===== src/hw/dpi_params.svh =====
// Register offsets, field positions and reset values of the process image map
`ifndef DPI_PARAMS_SVH
`define DPI_PARAMS_SVH
`define DPI_OFF_THERM_IN      8'h00
`define DPI_OFF_THERM_OUT     8'h04
`define DPI_OFF_SIXTEEN_IN    8'h08
`define DPI_OFF_SINGLE_IN     8'h0c
`define DPI_OFF_SINGLE_OUT    8'h10
`define DPI_OFF_DUAL_OUT      8'h14
`define DPI_OFF_IMAGE_CFG     8'h18
`define DPI_OFF_PACKED_IN     8'h1c
`define DPI_OFF_PACKED_OUT    8'h20
`define DPI_THERM_STATE_LSB   0
`define DPI_THERM_FAULT_LSB   8
`define DPI_THERM_RSVD_LSB    0
`define DPI_THERM_OFF_LSB     8
`define DPI_SINGLE_CTRL_BIT   0
`define DPI_SINGLE_MAN_BIT    0
`define DPI_DUAL_CH1_BIT      0
`define DPI_DUAL_CH2_BIT      1
`define DPI_RST_OFF_BYTE      8'h00
`define DPI_RST_CTRL_BYTE     8'h00
`define DPI_RST_ANALOG_BYTES  8'h00
`define DPI_RESP_OKAY         2'b00
`define DPI_RESP_SLVERR       2'b10
`endif


===== src/hw/dpi_pkg.sv =====
// Types shared by the process image map modules
package dpi_pkg;
   typedef logic [7:0]  dpi_byte_t;
   typedef logic [15:0] dpi_word_t;
   typedef enum logic [1:0] {DPI_WR_IDLE, DPI_WR_RESP} dpi_wr_state_e;
endpackage : dpi_pkg


===== src/hw/dpi_sync_if.sv =====
// Synchronised field levels and their sampled copies, passed into and out of the sampler
`timescale 1ns/1ps
interface dpi_sync_if;
   logic [7:0]  therm_state;
   logic [7:0]  therm_fault;
   logic [15:0] sixteen_in;
   logic        manual_op;
   modport producer (output therm_state, output therm_fault, output sixteen_in,
                     output manual_op);
   modport consumer (input therm_state, input therm_fault, input sixteen_in,
                     input manual_op);
endinterface : dpi_sync_if


===== src/hw/dpi_sync.sv =====
// Two-flop synchroniser for the field inputs of the map except dual_diag_flag
`timescale 1ns/1ps
module dpi_sync
   import dpi_pkg::*;
   (
   input  wire logic        clk,
   input  wire logic        rst_n,
   input  wire logic [7:0]  therm_state_pin,
   input  wire logic [7:0]  therm_fault_pin,
   input  wire logic [15:0] sixteen_pin,
   input  wire logic        manual_pin,
   dpi_sync_if.producer     sync
   );
   logic [32:0] stage1;
   logic [32:0] stage2;
   // First stage feeds only the second stage
   always_ff @(posedge clk or negedge rst_n) begin
      if (!rst_n) begin
         stage1 <= 33'h0;
         stage2 <= 33'h0;
      end else begin
         stage1 <= {manual_pin, sixteen_pin, therm_fault_pin, therm_state_pin};
         stage2 <= stage1;
      end
   end
   assign sync.therm_state = stage2[7:0];
   assign sync.therm_fault = stage2[15:8];
   assign sync.sixteen_in  = stage2[31:16];
   assign sync.manual_op   = stage2[32];
endmodule : dpi_sync


===== src/hw/dpi_map.sv =====
// Digital I/O process image map with AXI4-Lite register access
`timescale 1ns/1ps
`include "dpi_params.svh"
module dpi_map
   import dpi_pkg::*;
   #(
   parameter int THERM_CH  = 8,   // Channels of the thermistor input module
   parameter int WORD_CH   = 16,  // Channels of the word-wide input module
   parameter int SINGLE_CH = 1,   // Channels of the single output module
   parameter int DUAL_CH   = 2    // Channels of the dual output module
   )
   (
   input  wire logic        clk,
   input  wire logic        rst_n,
   input  wire logic [7:0]  s_axi_awaddr,
   input  wire logic        s_axi_awvalid,
   output logic             s_axi_awready,
   input  wire logic [31:0] s_axi_wdata,
   input  wire logic [3:0]  s_axi_wstrb,
   input  wire logic        s_axi_wvalid,
   output logic             s_axi_wready,
   output logic [1:0]       s_axi_bresp,
   output logic             s_axi_bvalid,
   input  wire logic        s_axi_bready,
   input  wire logic [7:0]  s_axi_araddr,
   input  wire logic        s_axi_arvalid,
   output logic             s_axi_arready,
   output logic [31:0]      s_axi_rdata,
   output logic [1:0]       s_axi_rresp,
   output logic             s_axi_rvalid,
   input  wire logic        s_axi_rready,
   input  wire logic [7:0]  input_channel_state,
   input  wire logic [7:0]  wire_break_short_flag,
   input  wire logic [15:0] sixteen_channel_in,
   input  wire logic        manual_operation,
   input  wire logic [1:0]  dual_diag_flag,
   output logic [7:0]       channel_switch_off,
   output logic             single_channel_out,
   output logic [1:0]       dual_channel_out
   );

   // Byte packing below is fixed; other channel counts need a new image layout
   if (THERM_CH != 8) begin : g_therm_ch_check
      $error("dpi_map: only eight thermistor channels are supported");
   end
   if (WORD_CH != 16) begin : g_word_ch_check
      $error("dpi_map: only sixteen word channels are supported");
   end
   if (SINGLE_CH != 1) begin : g_single_ch_check
      $error("dpi_map: only one single output channel is supported");
   end
   if (DUAL_CH != 2) begin : g_dual_ch_check
      $error("dpi_map: only two dual output channels are supported");
   end

   // Synchronised field levels
   dpi_sync_if sync_bus ();

   dpi_sync u_sync (
      .clk             (clk),
      .rst_n           (rst_n),
      .therm_state_pin (input_channel_state),
      .therm_fault_pin (wire_break_short_flag),
      .sixteen_pin     (sixteen_channel_in),
      .manual_pin      (manual_operation),
      .sync            (sync_bus.producer)
   );

   // Diagnostic bits of the dual output, synchronised here
   // They skip the sample stage, so they reach the read port one edge sooner
   logic [1:0] diag_s1;
   logic [1:0] diag_s2;
   always_ff @(posedge clk or negedge rst_n) begin
      if (!rst_n) begin
         diag_s1 <= 2'h0;
         diag_s2 <= 2'h0;
      end else begin
         diag_s1 <= dual_diag_flag;
         diag_s2 <= diag_s1;
      end
   end

   // Sampled image bytes, refreshed every cycle
   dpi_sync_if img ();
   dpi_sample u_sample (
      .clk   (clk),
      .rst_n (rst_n),
      .raw   (sync_bus.consumer),
      .image (img.producer)
   );

   // Software-written image state
   dpi_byte_t off_byte;
   dpi_byte_t single_ctrl;
   dpi_byte_t dual_ctrl;
   dpi_byte_t analog_in_bytes;
   dpi_byte_t analog_out_bytes;
   logic      rsvd_write_seen;

   // Byte-lane merge with strobes; only listed bits may change
   function automatic dpi_byte_t lane_merge(input dpi_byte_t old_v, input dpi_byte_t new_v,
                                            input logic strb, input dpi_byte_t keep);
      lane_merge = strb ? ((new_v & keep) | (old_v & ~keep)) : old_v;
   endfunction : lane_merge

   // Byte address of a process image byte behind the analog area, rounded to words
   function automatic logic [8:0] packed_base(input dpi_byte_t analog_bytes);
      packed_base = ({1'b0, analog_bytes} + 9'h001) & 9'h1fe;
   endfunction : packed_base

   // Write channel: address and data taken in either order
   dpi_wr_state_e wr_state;
   logic          aw_held;
   logic          w_held;
   logic [7:0]    aw_addr;
   logic [31:0]   w_data;
   logic [3:0]    w_strb;
   logic [1:0]    wr_resp;

   assign s_axi_awready = (wr_state == DPI_WR_IDLE) && !aw_held;
   assign s_axi_wready  = (wr_state == DPI_WR_IDLE) && !w_held;
   assign s_axi_bvalid  = (wr_state == DPI_WR_RESP);
   assign s_axi_bresp   = wr_resp;

   wire        aw_take  = s_axi_awvalid && s_axi_awready;
   wire        w_take   = s_axi_wvalid && s_axi_wready;
   wire        aw_have  = aw_held || aw_take;
   wire        w_have   = w_held || w_take;
   wire [7:0]  wr_addr  = aw_held ? aw_addr : s_axi_awaddr;
   wire [31:0] wr_data  = w_held ? w_data : s_axi_wdata;
   wire [3:0]  wr_strb  = w_held ? w_strb : s_axi_wstrb;
   wire        wr_fire  = (wr_state == DPI_WR_IDLE) && aw_have && w_have;

   // Write decode
   // Read-only images accept a write and ignore it; unknown offsets get an error
   wire wr_therm  = wr_fire && (wr_addr == `DPI_OFF_THERM_OUT);
   wire wr_single = wr_fire && (wr_addr == `DPI_OFF_SINGLE_OUT);
   wire wr_dual   = wr_fire && (wr_addr == `DPI_OFF_DUAL_OUT);
   wire wr_cfg    = wr_fire && (wr_addr == `DPI_OFF_IMAGE_CFG);
   wire wr_ro     = wr_fire && ((wr_addr == `DPI_OFF_THERM_IN) ||
                    (wr_addr == `DPI_OFF_SIXTEEN_IN) || (wr_addr == `DPI_OFF_SINGLE_IN) ||
                    (wr_addr == `DPI_OFF_PACKED_IN) || (wr_addr == `DPI_OFF_PACKED_OUT));
   wire wr_ok     = wr_therm || wr_single || wr_dual || wr_cfg || wr_ro;

   // Reserved byte zero must be written as zero; nonzero is latched as a flag
   wire rsvd_bad  = wr_therm && wr_strb[0] && (wr_data[7:0] != 8'h00);
   // Clear request for the sticky flag, bit 16 in lane 2 of the config word
   wire rsvd_clear = wr_cfg && wr_strb[2] && wr_data[16];

   // Write state machine; the response stands until bready is seen
   always_ff @(posedge clk or negedge rst_n) begin
      if (!rst_n) begin
         wr_state <= DPI_WR_IDLE;
         aw_held  <= 1'b0;
         w_held   <= 1'b0;
         aw_addr  <= 8'h00;
         w_data   <= 32'h0;
         w_strb   <= 4'h0;
         wr_resp  <= `DPI_RESP_OKAY;
      end else begin
         case (wr_state)
            DPI_WR_IDLE: begin
               if (wr_fire) begin
                  wr_state <= DPI_WR_RESP;
                  aw_held  <= 1'b0;
                  w_held   <= 1'b0;
                  wr_resp  <= wr_ok ? `DPI_RESP_OKAY : `DPI_RESP_SLVERR;
               end else begin
                  if (aw_take) begin
                     aw_held <= 1'b1;
                     aw_addr <= s_axi_awaddr;
                  end
                  if (w_take) begin
                     w_held <= 1'b1;
                     w_data <= s_axi_wdata;
                     w_strb <= s_axi_wstrb;
                  end
               end
            end
            DPI_WR_RESP: begin
               if (s_axi_bready) begin
                  wr_state <= DPI_WR_IDLE;
               end
            end
            default: wr_state <= DPI_WR_IDLE;
         endcase
      end
   end

   // Output image registers; only defined channel bits are writable
   // Masks drop unused bits, so a write there can never reach a pin
   always_ff @(posedge clk or negedge rst_n) begin
      if (!rst_n) begin
         off_byte         <= `DPI_RST_OFF_BYTE;
         single_ctrl      <= `DPI_RST_CTRL_BYTE;
         dual_ctrl        <= `DPI_RST_CTRL_BYTE;
         analog_in_bytes  <= `DPI_RST_ANALOG_BYTES;
         analog_out_bytes <= `DPI_RST_ANALOG_BYTES;
         rsvd_write_seen  <= 1'b0;
      end else begin
         if (wr_therm) begin
            off_byte <= lane_merge(off_byte, wr_data[15:8], wr_strb[1], 8'hff);
         end
         if (wr_single) begin
            single_ctrl <= lane_merge(single_ctrl, wr_data[7:0], wr_strb[0], 8'h01);
         end
         if (wr_dual) begin
            dual_ctrl <= lane_merge(dual_ctrl, wr_data[7:0], wr_strb[0], 8'h03);
         end
         if (wr_cfg) begin
            analog_in_bytes  <= lane_merge(analog_in_bytes, wr_data[7:0], wr_strb[0], 8'hff);
            analog_out_bytes <= lane_merge(analog_out_bytes, wr_data[15:8], wr_strb[1], 8'hff);
         end
         // Sticky, cleared by writing 1 to bit 16; a new bad write wins
         if (rsvd_bad) begin
            rsvd_write_seen <= 1'b1;
         end else if (rsvd_clear) begin
            rsvd_write_seen <= 1'b0;
         end
      end
   end

   // Field outputs straight from image bits, one bit per channel
   assign channel_switch_off = off_byte;
   assign single_channel_out = single_ctrl[`DPI_SINGLE_CTRL_BIT];
   assign dual_channel_out   = {dual_ctrl[`DPI_DUAL_CH2_BIT],
                                dual_ctrl[`DPI_DUAL_CH1_BIT]};

   // Read images, low byte first inside each word
   wire [31:0] rd_therm_in  = {16'h0, img.therm_fault, img.therm_state};
   wire [31:0] rd_therm_out = {16'h0, off_byte, 8'h00};
   wire [31:0] rd_sixteen   = {16'h0, img.sixteen_in};
   wire [31:0] rd_single_in = {24'h0, 7'h0, img.manual_op};
   wire [31:0] rd_single_o  = {24'h0, 7'h0, single_ctrl[0]};

   // Dual diagnostics in bits 9:8, beside the control bits they qualify
   wire [31:0] rd_dual      = {22'h0, diag_s2, 6'h0, dual_ctrl[1:0]};
   // Sticky bit 16 tells software a nonzero reserved byte was written
   wire [31:0] rd_cfg       = {15'h0, rsvd_write_seen, analog_out_bytes, analog_in_bytes};

   // Start of digital bytes behind analog data in each image
   wire [31:0] rd_packed_in = {23'h0, packed_base(analog_in_bytes)};
   wire [31:0] rd_packed_o  = {23'h0, packed_base(analog_out_bytes)};

   // Read channel: one transfer at a time, data registered
   // arready stays low while rvalid stands, so rdata cannot move under the master
   logic rd_busy;
   assign s_axi_arready = !rd_busy;
   assign s_axi_rvalid  = rd_busy;
   wire  ar_take        = s_axi_arvalid && s_axi_arready;

   // Read multiplexer; unmapped offsets return zero with an error response
   logic [31:0] next_rdata;
   logic        next_rerr;
   always_comb begin
      next_rerr = 1'b0;
      case (s_axi_araddr)
         `DPI_OFF_THERM_IN:   next_rdata = rd_therm_in;
         `DPI_OFF_THERM_OUT:  next_rdata = rd_therm_out;
         `DPI_OFF_SIXTEEN_IN: next_rdata = rd_sixteen;
         `DPI_OFF_SINGLE_IN:  next_rdata = rd_single_in;
         `DPI_OFF_SINGLE_OUT: next_rdata = rd_single_o;
         `DPI_OFF_DUAL_OUT:   next_rdata = rd_dual;
         `DPI_OFF_IMAGE_CFG:  next_rdata = rd_cfg;
         `DPI_OFF_PACKED_IN:  next_rdata = rd_packed_in;
         `DPI_OFF_PACKED_OUT: next_rdata = rd_packed_o;
         default: begin
            next_rdata = 32'h0;
            next_rerr  = 1'b1;
         end
      endcase
   end

   // Data and response are taken at the address handshake and then held
   always_ff @(posedge clk or negedge rst_n) begin
      if (!rst_n) begin
         rd_busy     <= 1'b0;
         s_axi_rdata <= 32'h0;
         s_axi_rresp <= `DPI_RESP_OKAY;
      end else if (ar_take) begin
         rd_busy     <= 1'b1;
         s_axi_rdata <= next_rdata;
         s_axi_rresp <= next_rerr ? `DPI_RESP_SLVERR : `DPI_RESP_OKAY;
      end else if (s_axi_rready) begin
         rd_busy <= 1'b0;
      end
   end
endmodule : dpi_map


===== src/hw/dpi_sample.sv =====
// Registers the synchronised field levels into the input image
`timescale 1ns/1ps
module dpi_sample
   import dpi_pkg::*;
   (
   input  wire logic     clk,
   input  wire logic     rst_n,
   dpi_sync_if.consumer  raw,
   dpi_sync_if.producer  image
   );
   dpi_byte_t state_q;
   dpi_byte_t fault_q;
   dpi_word_t sixteen_q;
   logic      manual_q;
   // Whole image taken in one edge so bytes of a word stay coherent
   always_ff @(posedge clk or negedge rst_n) begin
      if (!rst_n) begin
         state_q   <= 8'h00;
         fault_q   <= 8'h00;
         sixteen_q <= 16'h0000;
         manual_q  <= 1'b0;
      end else begin
         state_q   <= raw.therm_state;
         fault_q   <= raw.therm_fault;
         sixteen_q <= raw.sixteen_in;
         manual_q  <= raw.manual_op;
      end
   end
   assign image.therm_state = state_q;
   assign image.therm_fault = fault_q;
   assign image.sixteen_in  = sixteen_q;
   assign image.manual_op   = manual_q;
endmodule : dpi_sample


===== config.mk =====
export PLATFORM = sky130hd
export DESIGN_NAME = dpi_map
export DESIGN_NICKNAME = d
export VERILOG_FILES = /design/src/hw/dpi_pkg.sv /design/src/hw/dpi_sync_if.sv /design/src/hw/dpi_sync.sv /design/src/hw/dpi_map.sv /design/src/hw/dpi_sample.sv
export VERILOG_INCLUDE_DIRS = /design/src /design/src/hw
export SDC_FILE = /design/constraint.sdc
export NUM_CORES = 1
export LEC_CHECK = 0
export ABC_AREA = 1
export ABC_CLOCK_PERIOD_IN_PS = 3050
export BUFFER_PORTS_ARGS = -buffer_cell sky130_fd_sc_hd__buf_2
export CAP_MARGIN = 5
export CORE_ASPECT_RATIO = 0.9
export CORE_MARGIN = 10
export CORE_UTILIZATION = 58
export DETAILED_ROUTE_END_ITERATION = 8
export PLACE_DENSITY = 0.83
export SLEW_MARGIN = 20
export SYNTH_ARGS = -nofsm -noshare
export SYNTH_HDL_FRONTEND = slang
export SYNTH_SLANG_ARGS = --single-unit

===== constraint.sdc =====
create_clock -name clk -period 3.05 [get_ports clk]
set_input_delay 0.1525 -clock clk [delete_from_list [all_inputs] [get_ports clk]]
set_output_delay 0.1525 -clock clk [all_outputs]
set_load 0.02 [all_outputs]

==> results of run 1 <==
-- flip-flops by register name, summed over array words and instances, names as in the netlist, 2 cells and up --
signal / flops
u_sample.image.therm_fault: 8
analog_out_bytes: 8
analog_in_bytes: 8
w_strb: 3
channel_switch_off: 8
s_axi_rdata: 17
w_data: 17
u_sample.image.therm_state: 8
u_sample.image.sixteen_in: 16
dual_ctrl: 2
u_sync.stage2: 33
aw_addr: 8
diag_s2: 2
u_sync.stage1: 33
diag_s1: 2
-- layout make-up --
cell class	instances	area, um^2	share of cell area
clock buffer	18	439	0.0501
multi-input combinational	423	1990	0.227
inverter	72	270	0.0309
sequential	182	4550	0.520
timing repair buffer	174	1180	0.135
tap	160	200	0.0229
clock inverter	12	120	0.0137
-- routing by layer --
layer | GRT usage | wire length [um] | vias to the layer above
li1 | - | - | 2536
met1 | 0.231 | 6380 | 2517
met2 | 0.334 | 8340 | 201
met3 | 0.0685 | 1260 | 49
met4 | 0.106 | 573 | 0
met5 | 0 | 0 | -
-- cells in the final DEF, fill, tap and decap left out, types with 2 or more instances in the layout --
cell	count
nand2_1	197
dfrtp_1	182
buf_2	111
o21ai_0	75
inv_1	68
dlygate4sd3_1	56
nor2_1	32
nand3_1	23
conb_1	17
clkbuf_16	17
o21ai_1	10
a21oi_1	10
nand2_2	7
a221oi_1	6
buf_4	5
nor2_2	4
o21ai_2	4
o21a_1	4
clkinv_4	4
inv_6	4
inv_2	3
nor3_1	3
nor2_4	2
o22ai_2	2
a21oi_2	2
nand3_2	2
a211oi_1	2
nand4_1	2
o31ai_1	2
clkinvlp_4	2
-- worst max path at each step --
| stage | start | to | slack, ns | cells after the start |
|---|---|---|---|---|
| 2_1_floorplan | s_axi_araddr[4] | s_axi_rdata[6] | 1.45 | 16 |
| 3_3_place_gp | w_held | analog_out_bytes[5] | 0.90 | 7 |
| 3_5_place_dp | w_held | analog_out_bytes[5] | 0.79 | 7 |
| 4_1_cts | w_held | analog_out_bytes[5] | 0.76 | 7 |
| 5_1_grt | w_held | analog_out_bytes[7] | 0.42 | 8 |
| 6_report | w_held | analog_out_bytes[5] | 0.71 | 7 |
-- power breakdown --
part           internal, W  leakage [nW]  switching [W]
clock network      0.00115         0.270       0.000919
registers          0.00276          2.18       0.000254
logic             0.000408          2.04       0.000771
-- critical path: stages (launching register included) --
cell and delay (ns):
dfrtp_1 0.90, nor2_1 0.20, nor2_2 0.29, nand2_1 0.12, inv_2 0.10, nand2_4 0.11, nor2_2 0.34, o21ai_0 0.15
-- kinds of logic after synthesis --
family                   Yosys count
flip-flops                       182
AO/OA/AOI/OAI                    125
AND/OR/NAND/NOR                  280
buffers and inverters            109
other                              1
adder cells (fa/ha/maj)            1
-- metrics by stage --
stage / power [W] / util
global placement: 0.00407 / 0.640
detailed placement: 0.00416 / 0.640
global route: 0.00659 / 0.734
finish: 0.00626 / 0.734
floorplan: 0.00378 / -
CTS: 0.00629 / 0.734
==> impl_metrics.ini, run 1 <==
[cells_and_area]
insertedDiodeCount = 0
layout-drive-gt1-share = 0.202
fin_nets = 965
finalNonFillerCells = 1041
fin_area_um2 = 8760
area_delta_synth_final_pct = 25.1
fill_cells = 791

[timing]
fin_skew_ns = 0.0105
relSlewSlack = 0.409
finalHoldViolations = 0
fin_tns_setup_ns = 0
finalSetupViolCount = 0
tightestPinTransition_ns = 0.877
finalCritPeriodShare = 0.767
drv_slew = 0
whs_ns = 0.0143
finalWorstSetupSlack_ns = 0.712
fmax_mhz = 428
period_minus_slack_ns = 2.34
rsz0062_at_grt = false

[logic_synthesis]
synthXorXnorAreaFrac = 0
synth.top_cell.area_share = 0.650
synthSimpleGateAreaFrac = 0.170
ys_seq_area_frac = 0.650
yosys.cell_count.top_type = nand2_1
synth_compound_area_frac = 0.104
synthMuxAreaShare = 0
synth_top_family_by_area = simple AND/OR/NAND/NOR gates
synth_cell_types = 46
synth_commonest_cells = nand2_1 (197), dfrtp_1 (182), o21ai_0 (75)
ys_warn_count = 0
synth_fa_ha_area_frac = 0.00179
ys.flop_type = dfrtp_1
syn_area_um2 = 7000
ys_seq_elements = 182
synth_area_leader_cell = dfrtp_1
yosys-top-cells-area = dfrtp_1 (65%), nand2_1 (11%), o21ai_0 (5.4%)
synth_edf_count = 0
syn_area_per_cell_um2 = 10.0
async_flop_share = 1.00
netlist_instances = 698

[worst_hold_path]
whs_endpoint = aw_addr[5]
hp-start = s_axi_awaddr[5]
min_path_type = in2reg
holdPathStages = 3

[run_status]
status = finished, final reports clean

[routing]
drc_errors = 0
routedWlPerCell_um = 15.9
num_vias = 5303
drt_wl_total_um = 16500
viasPerCell = 5.09
first_iter_violations = 481
ant_nets = 0
dr.pass1.iters = 5

[cts]
cts.sinks = 182
cts_root_buffer = clkbuf_16
numCtsBuffers = 17
clk_path_buf_depth = 2
cts_resized = 0
cts_setup_buffers = 0
clk_latency_ns = 0.43
cts_hold_buf = 56
cts_tree = built
clk_pin_slew_ns = 0.07
cts.htree.levels = 4

[placement]
placed_area_um2 = 7640
io_buffers = 112
dp_hpwl_um = 11500
dpl_worst_slack_ns = 0.788
place_inst = 955
gp_congestion = 0.880

[flow_run]
cap_violations = 0

[global_routing]
track_usage = 0.204
grt_pass1_vias = 5584
grt_pass1_wl_um = 27200
grt-ovfl-total = 0
grt_max_degree = 96
antenna_found_initial = 0

[worst_setup_path]
crit_fanout = 31
crit_required_ns = 3.35
arrival_ns = 2.64
rrSetupSlack_ns = 0.71
timing.rr.start = w_held
start_kind = flop
rr_worst_depth = 7
path_class = reg2reg
reg2reg_to = analog_out_bytes[5]
worstSetupEndpointType = flop

[floorplanning]
die_area_um2 = 16900
dieWidth_um = 136
rows = 38
start_util = 0.587
die_h_um = 124
core_area_um2 = 11900
pin_count = 146

[pwr]
power_density_nw_per_um2 = 715
ir_drop_mv = 0.539
power.leakage_nw = 4.49
Note: power is estimated with default switching activity, not from simulation.
==> inputs of run 2 (changes only) <==
--- a/config.mk
+++ b/config.mk
@@ -7,14 +7,14 @@
 export NUM_CORES = 1
 export LEC_CHECK = 0
 export ABC_AREA = 1
-export ABC_CLOCK_PERIOD_IN_PS = 3050
+export ABC_CLOCK_PERIOD_IN_PS = 1900
 export BUFFER_PORTS_ARGS = -buffer_cell sky130_fd_sc_hd__buf_2
 export CAP_MARGIN = 5
 export CORE_ASPECT_RATIO = 0.9
 export CORE_MARGIN = 10
-export CORE_UTILIZATION = 58
+export CORE_UTILIZATION = 49
 export DETAILED_ROUTE_END_ITERATION = 8
-export PLACE_DENSITY = 0.83
+export PLACE_DENSITY = 0.75
 export SLEW_MARGIN = 20
 export SYNTH_ARGS = -nofsm -noshare
 export SYNTH_HDL_FRONTEND = slang
==> constraint.sdc (replaced) <==
create_clock -name clk -period 1.9 [get_ports clk]
set_input_delay 0.095 -clock clk [delete_from_list [all_inputs] [get_ports clk]]
set_output_delay 0.095 -clock clk [all_outputs]
set_load 0.02 [all_outputs]
==> run 2 against run 1 <==
Clock skew shrank 0.0010 ns. Largest power group unchanged. Design area rose by 3.9%. Via count up 0.57%. Non-clock buffer count up 28. Sequential power is 58% higher. First-iteration DRC count fell by 26%. Count of clock-buffer cells in the layout rose by 1. Die area up 15%.
==> impl_metrics.ini, run 2 (synthesized netlist as in run 1, its figures left out) <==
[cells_and_area]
fin_nets = 994
area_delta_synth_final_pct = 30.0
layout-drive-gt1-share = 0.221
reg_top3 = u_sync.stage1: 33 flops, u_sync.stage2: 33 flops
fin_area_um2 = 9100
final_common_cell = nand2_1
post-route-util = 0.650
layout_common_cells = nand2_1 (196), dfrtp_1 (181), buf_2 (111), o21ai_0 (73), inv_1 (68)

[timing]
finalCritPeriodShare = 0.945
fin_skew_ns = 0.00946
period_minus_slack_ns = 1.80
fmax_mhz = 557
finalSetupViolCount = 0
finalHoldViolations = 0
tightestPinTransition_ns = 0.560
drv_slew = 0
relSlewSlack = 0.624

[pwr]
switching_power_w = 0.00326
power.internal_w = 0.00697
seq_power_share = 0.467
p_clk_frac = 0.328
power_density_nw_per_um2 = 1120
p_sw_frac = 0.319
power.leakage_nw = 4.65
combPwrFrac = 0.205
ir_drop_mv = 1.13
total_power_w = 0.0102

[cts]
clk_latency_ns = 0.43
cts_root_buffer = clkbuf_16
numCtsBuffers = 17
clk_path_buf_depth = 2
cts_tree = built
cts.sinks = 182
clk_pin_slew_ns = 0.07
cts.htree.levels = 4

[floorplanning]
pin_count = 146
dieWidth_um = 146
rows = 41
start_util = 0.500
die_area_um2 = 19500
die_h_um = 133
core_area_um2 = 14000

[worst_setup_path]
worstSetupEndpointType = flop
arrival_ns = 2.16
start_kind = flop
path_class = reg2reg
crit_fanout = 11
rrSetupSlack_ns = 0.10
crit_required_ns = 2.26

[placement]
dp_hpwl_um = 11600
placed_area_um2 = 7850
io_buffers = 112
gp_congestion = 0.843

[routing]
num_vias = 5333
drc_errors = 0
first_iter_violations = 358
viasPerCell = 4.81
ant_nets = 0
dr.pass1.iters = 7
routedWlPerCell_um = 15.4
drt_wl_total_um = 17100

[global_routing]
grt_max_degree = 55
grt-ovfl-total = 0
antenna_found_initial = 4
grt_pass1_vias = 5619
track_usage = 0.179
grt_pass1_wl_um = 28000

[worst_hold_path]
min_path_type = in2reg

[flow_run]
cap_violations = 0

[run_status]
status = finished, final reports clean
==> run 2: changes by cell type in the layout (fill, tap and decap cells not counted), sizes merged, moves of 3 or more <==
cell,before,now
diode,0,3
inv,75,79
buf,118,136
dlygate4sd3,56,66
==> run 2: area by class of cell <==
cell class / count / area [um^2]
timing repair buffer: 202 / 1460
sequential: 182 / 4560
fill: 1075 / 4900
tap: 193 / 241
multi-input combinational: 424 / 2010
inverter: 72 / 270
clock inverter: 13 / 115
clock buffer: 19 / 443
antenna: 3 / 7.51
==> run 2: worst max-delay path, cell delays in order (launching register included) <==
cell and delay (ns):
dfrtp_2 0.48, buf_4 0.17, nand2_1 0.06, o22ai_2 0.20
nand3_2 0.12, nor2_2 0.10, nand2_2 0.14, nor2_2 0.28
nand2_1 0.10, nand2_1 0.08
==> run 2: routing by layer <==
metal	global-route usage	wire, um	up-vias
met3	0.0623	1170	50
li1	-	-	2594
met5	0	17	-
met1	0.208	6990	2528
met4	0.0961	620	2
met2	0.289	8280	159
==> run 2: through the flow <==
stage | setup slack [ns] | hold slack [ns] | std cells | setup TNS (ns)
CTS | 0.0610 | 0.000718 | 1103 | 0
global route | -0.0388 | 0.0555 | 1108 | -0.0425
finish | 0.104 | 0.0270 | 1108 | 0
detailed placement | 0.0171 | 0.0876 | 1005 | 0
floorplan | 0.305 | -0.201 | 714 | 0
global placement | 0.0683 | 0.0781 | 1005 | 0
==> run 2: power by group through the flow <==
| stage | combinational (W) | sequential (W) | clock [W] |
|---|---|---|---|
| final | 0.00210 | 0.00477 | 0.00335 |
| after global placement | 0.00189 | 0.00480 | 0 |
| after detailed placement | 0.00195 | 0.00482 | 0 |
| after floorplan | 0.00127 | 0.00479 | 0 |
| after CTS | 0.00207 | 0.00477 | 0.00341 |
| after global routing | 0.00236 | 0.00484 | 0.00358 |
==> run 2: final timing paths <==
path / cells past startpoint / start / to
worst max register to register: 9 / aw_held / channel_switch_off[3]
max in group asynchronous: 3 / rst_n / s_axi_rdata[3]
min in group asynchronous: 2 / rst_n / channel_switch_off[1]
worst max-delay path: 9 / aw_held / channel_switch_off[3]
worst min register to register: 0 / u_sync.stage1[15] / u_sync.stage2[15]
worst min-delay path: 3 / s_axi_wvalid / wr_state[0]
==> run 2: what timing repair did <==
action                                  4_1_cts  5_1_grt
hold endpoints to repair                    115        0
pin swaps                                     0        1
setup buffers                                 0        1
resized for setup                             1        6
gates cloned                                  0        1
endpoints found under the setup margin        2       49
hold buffers                                 66        0
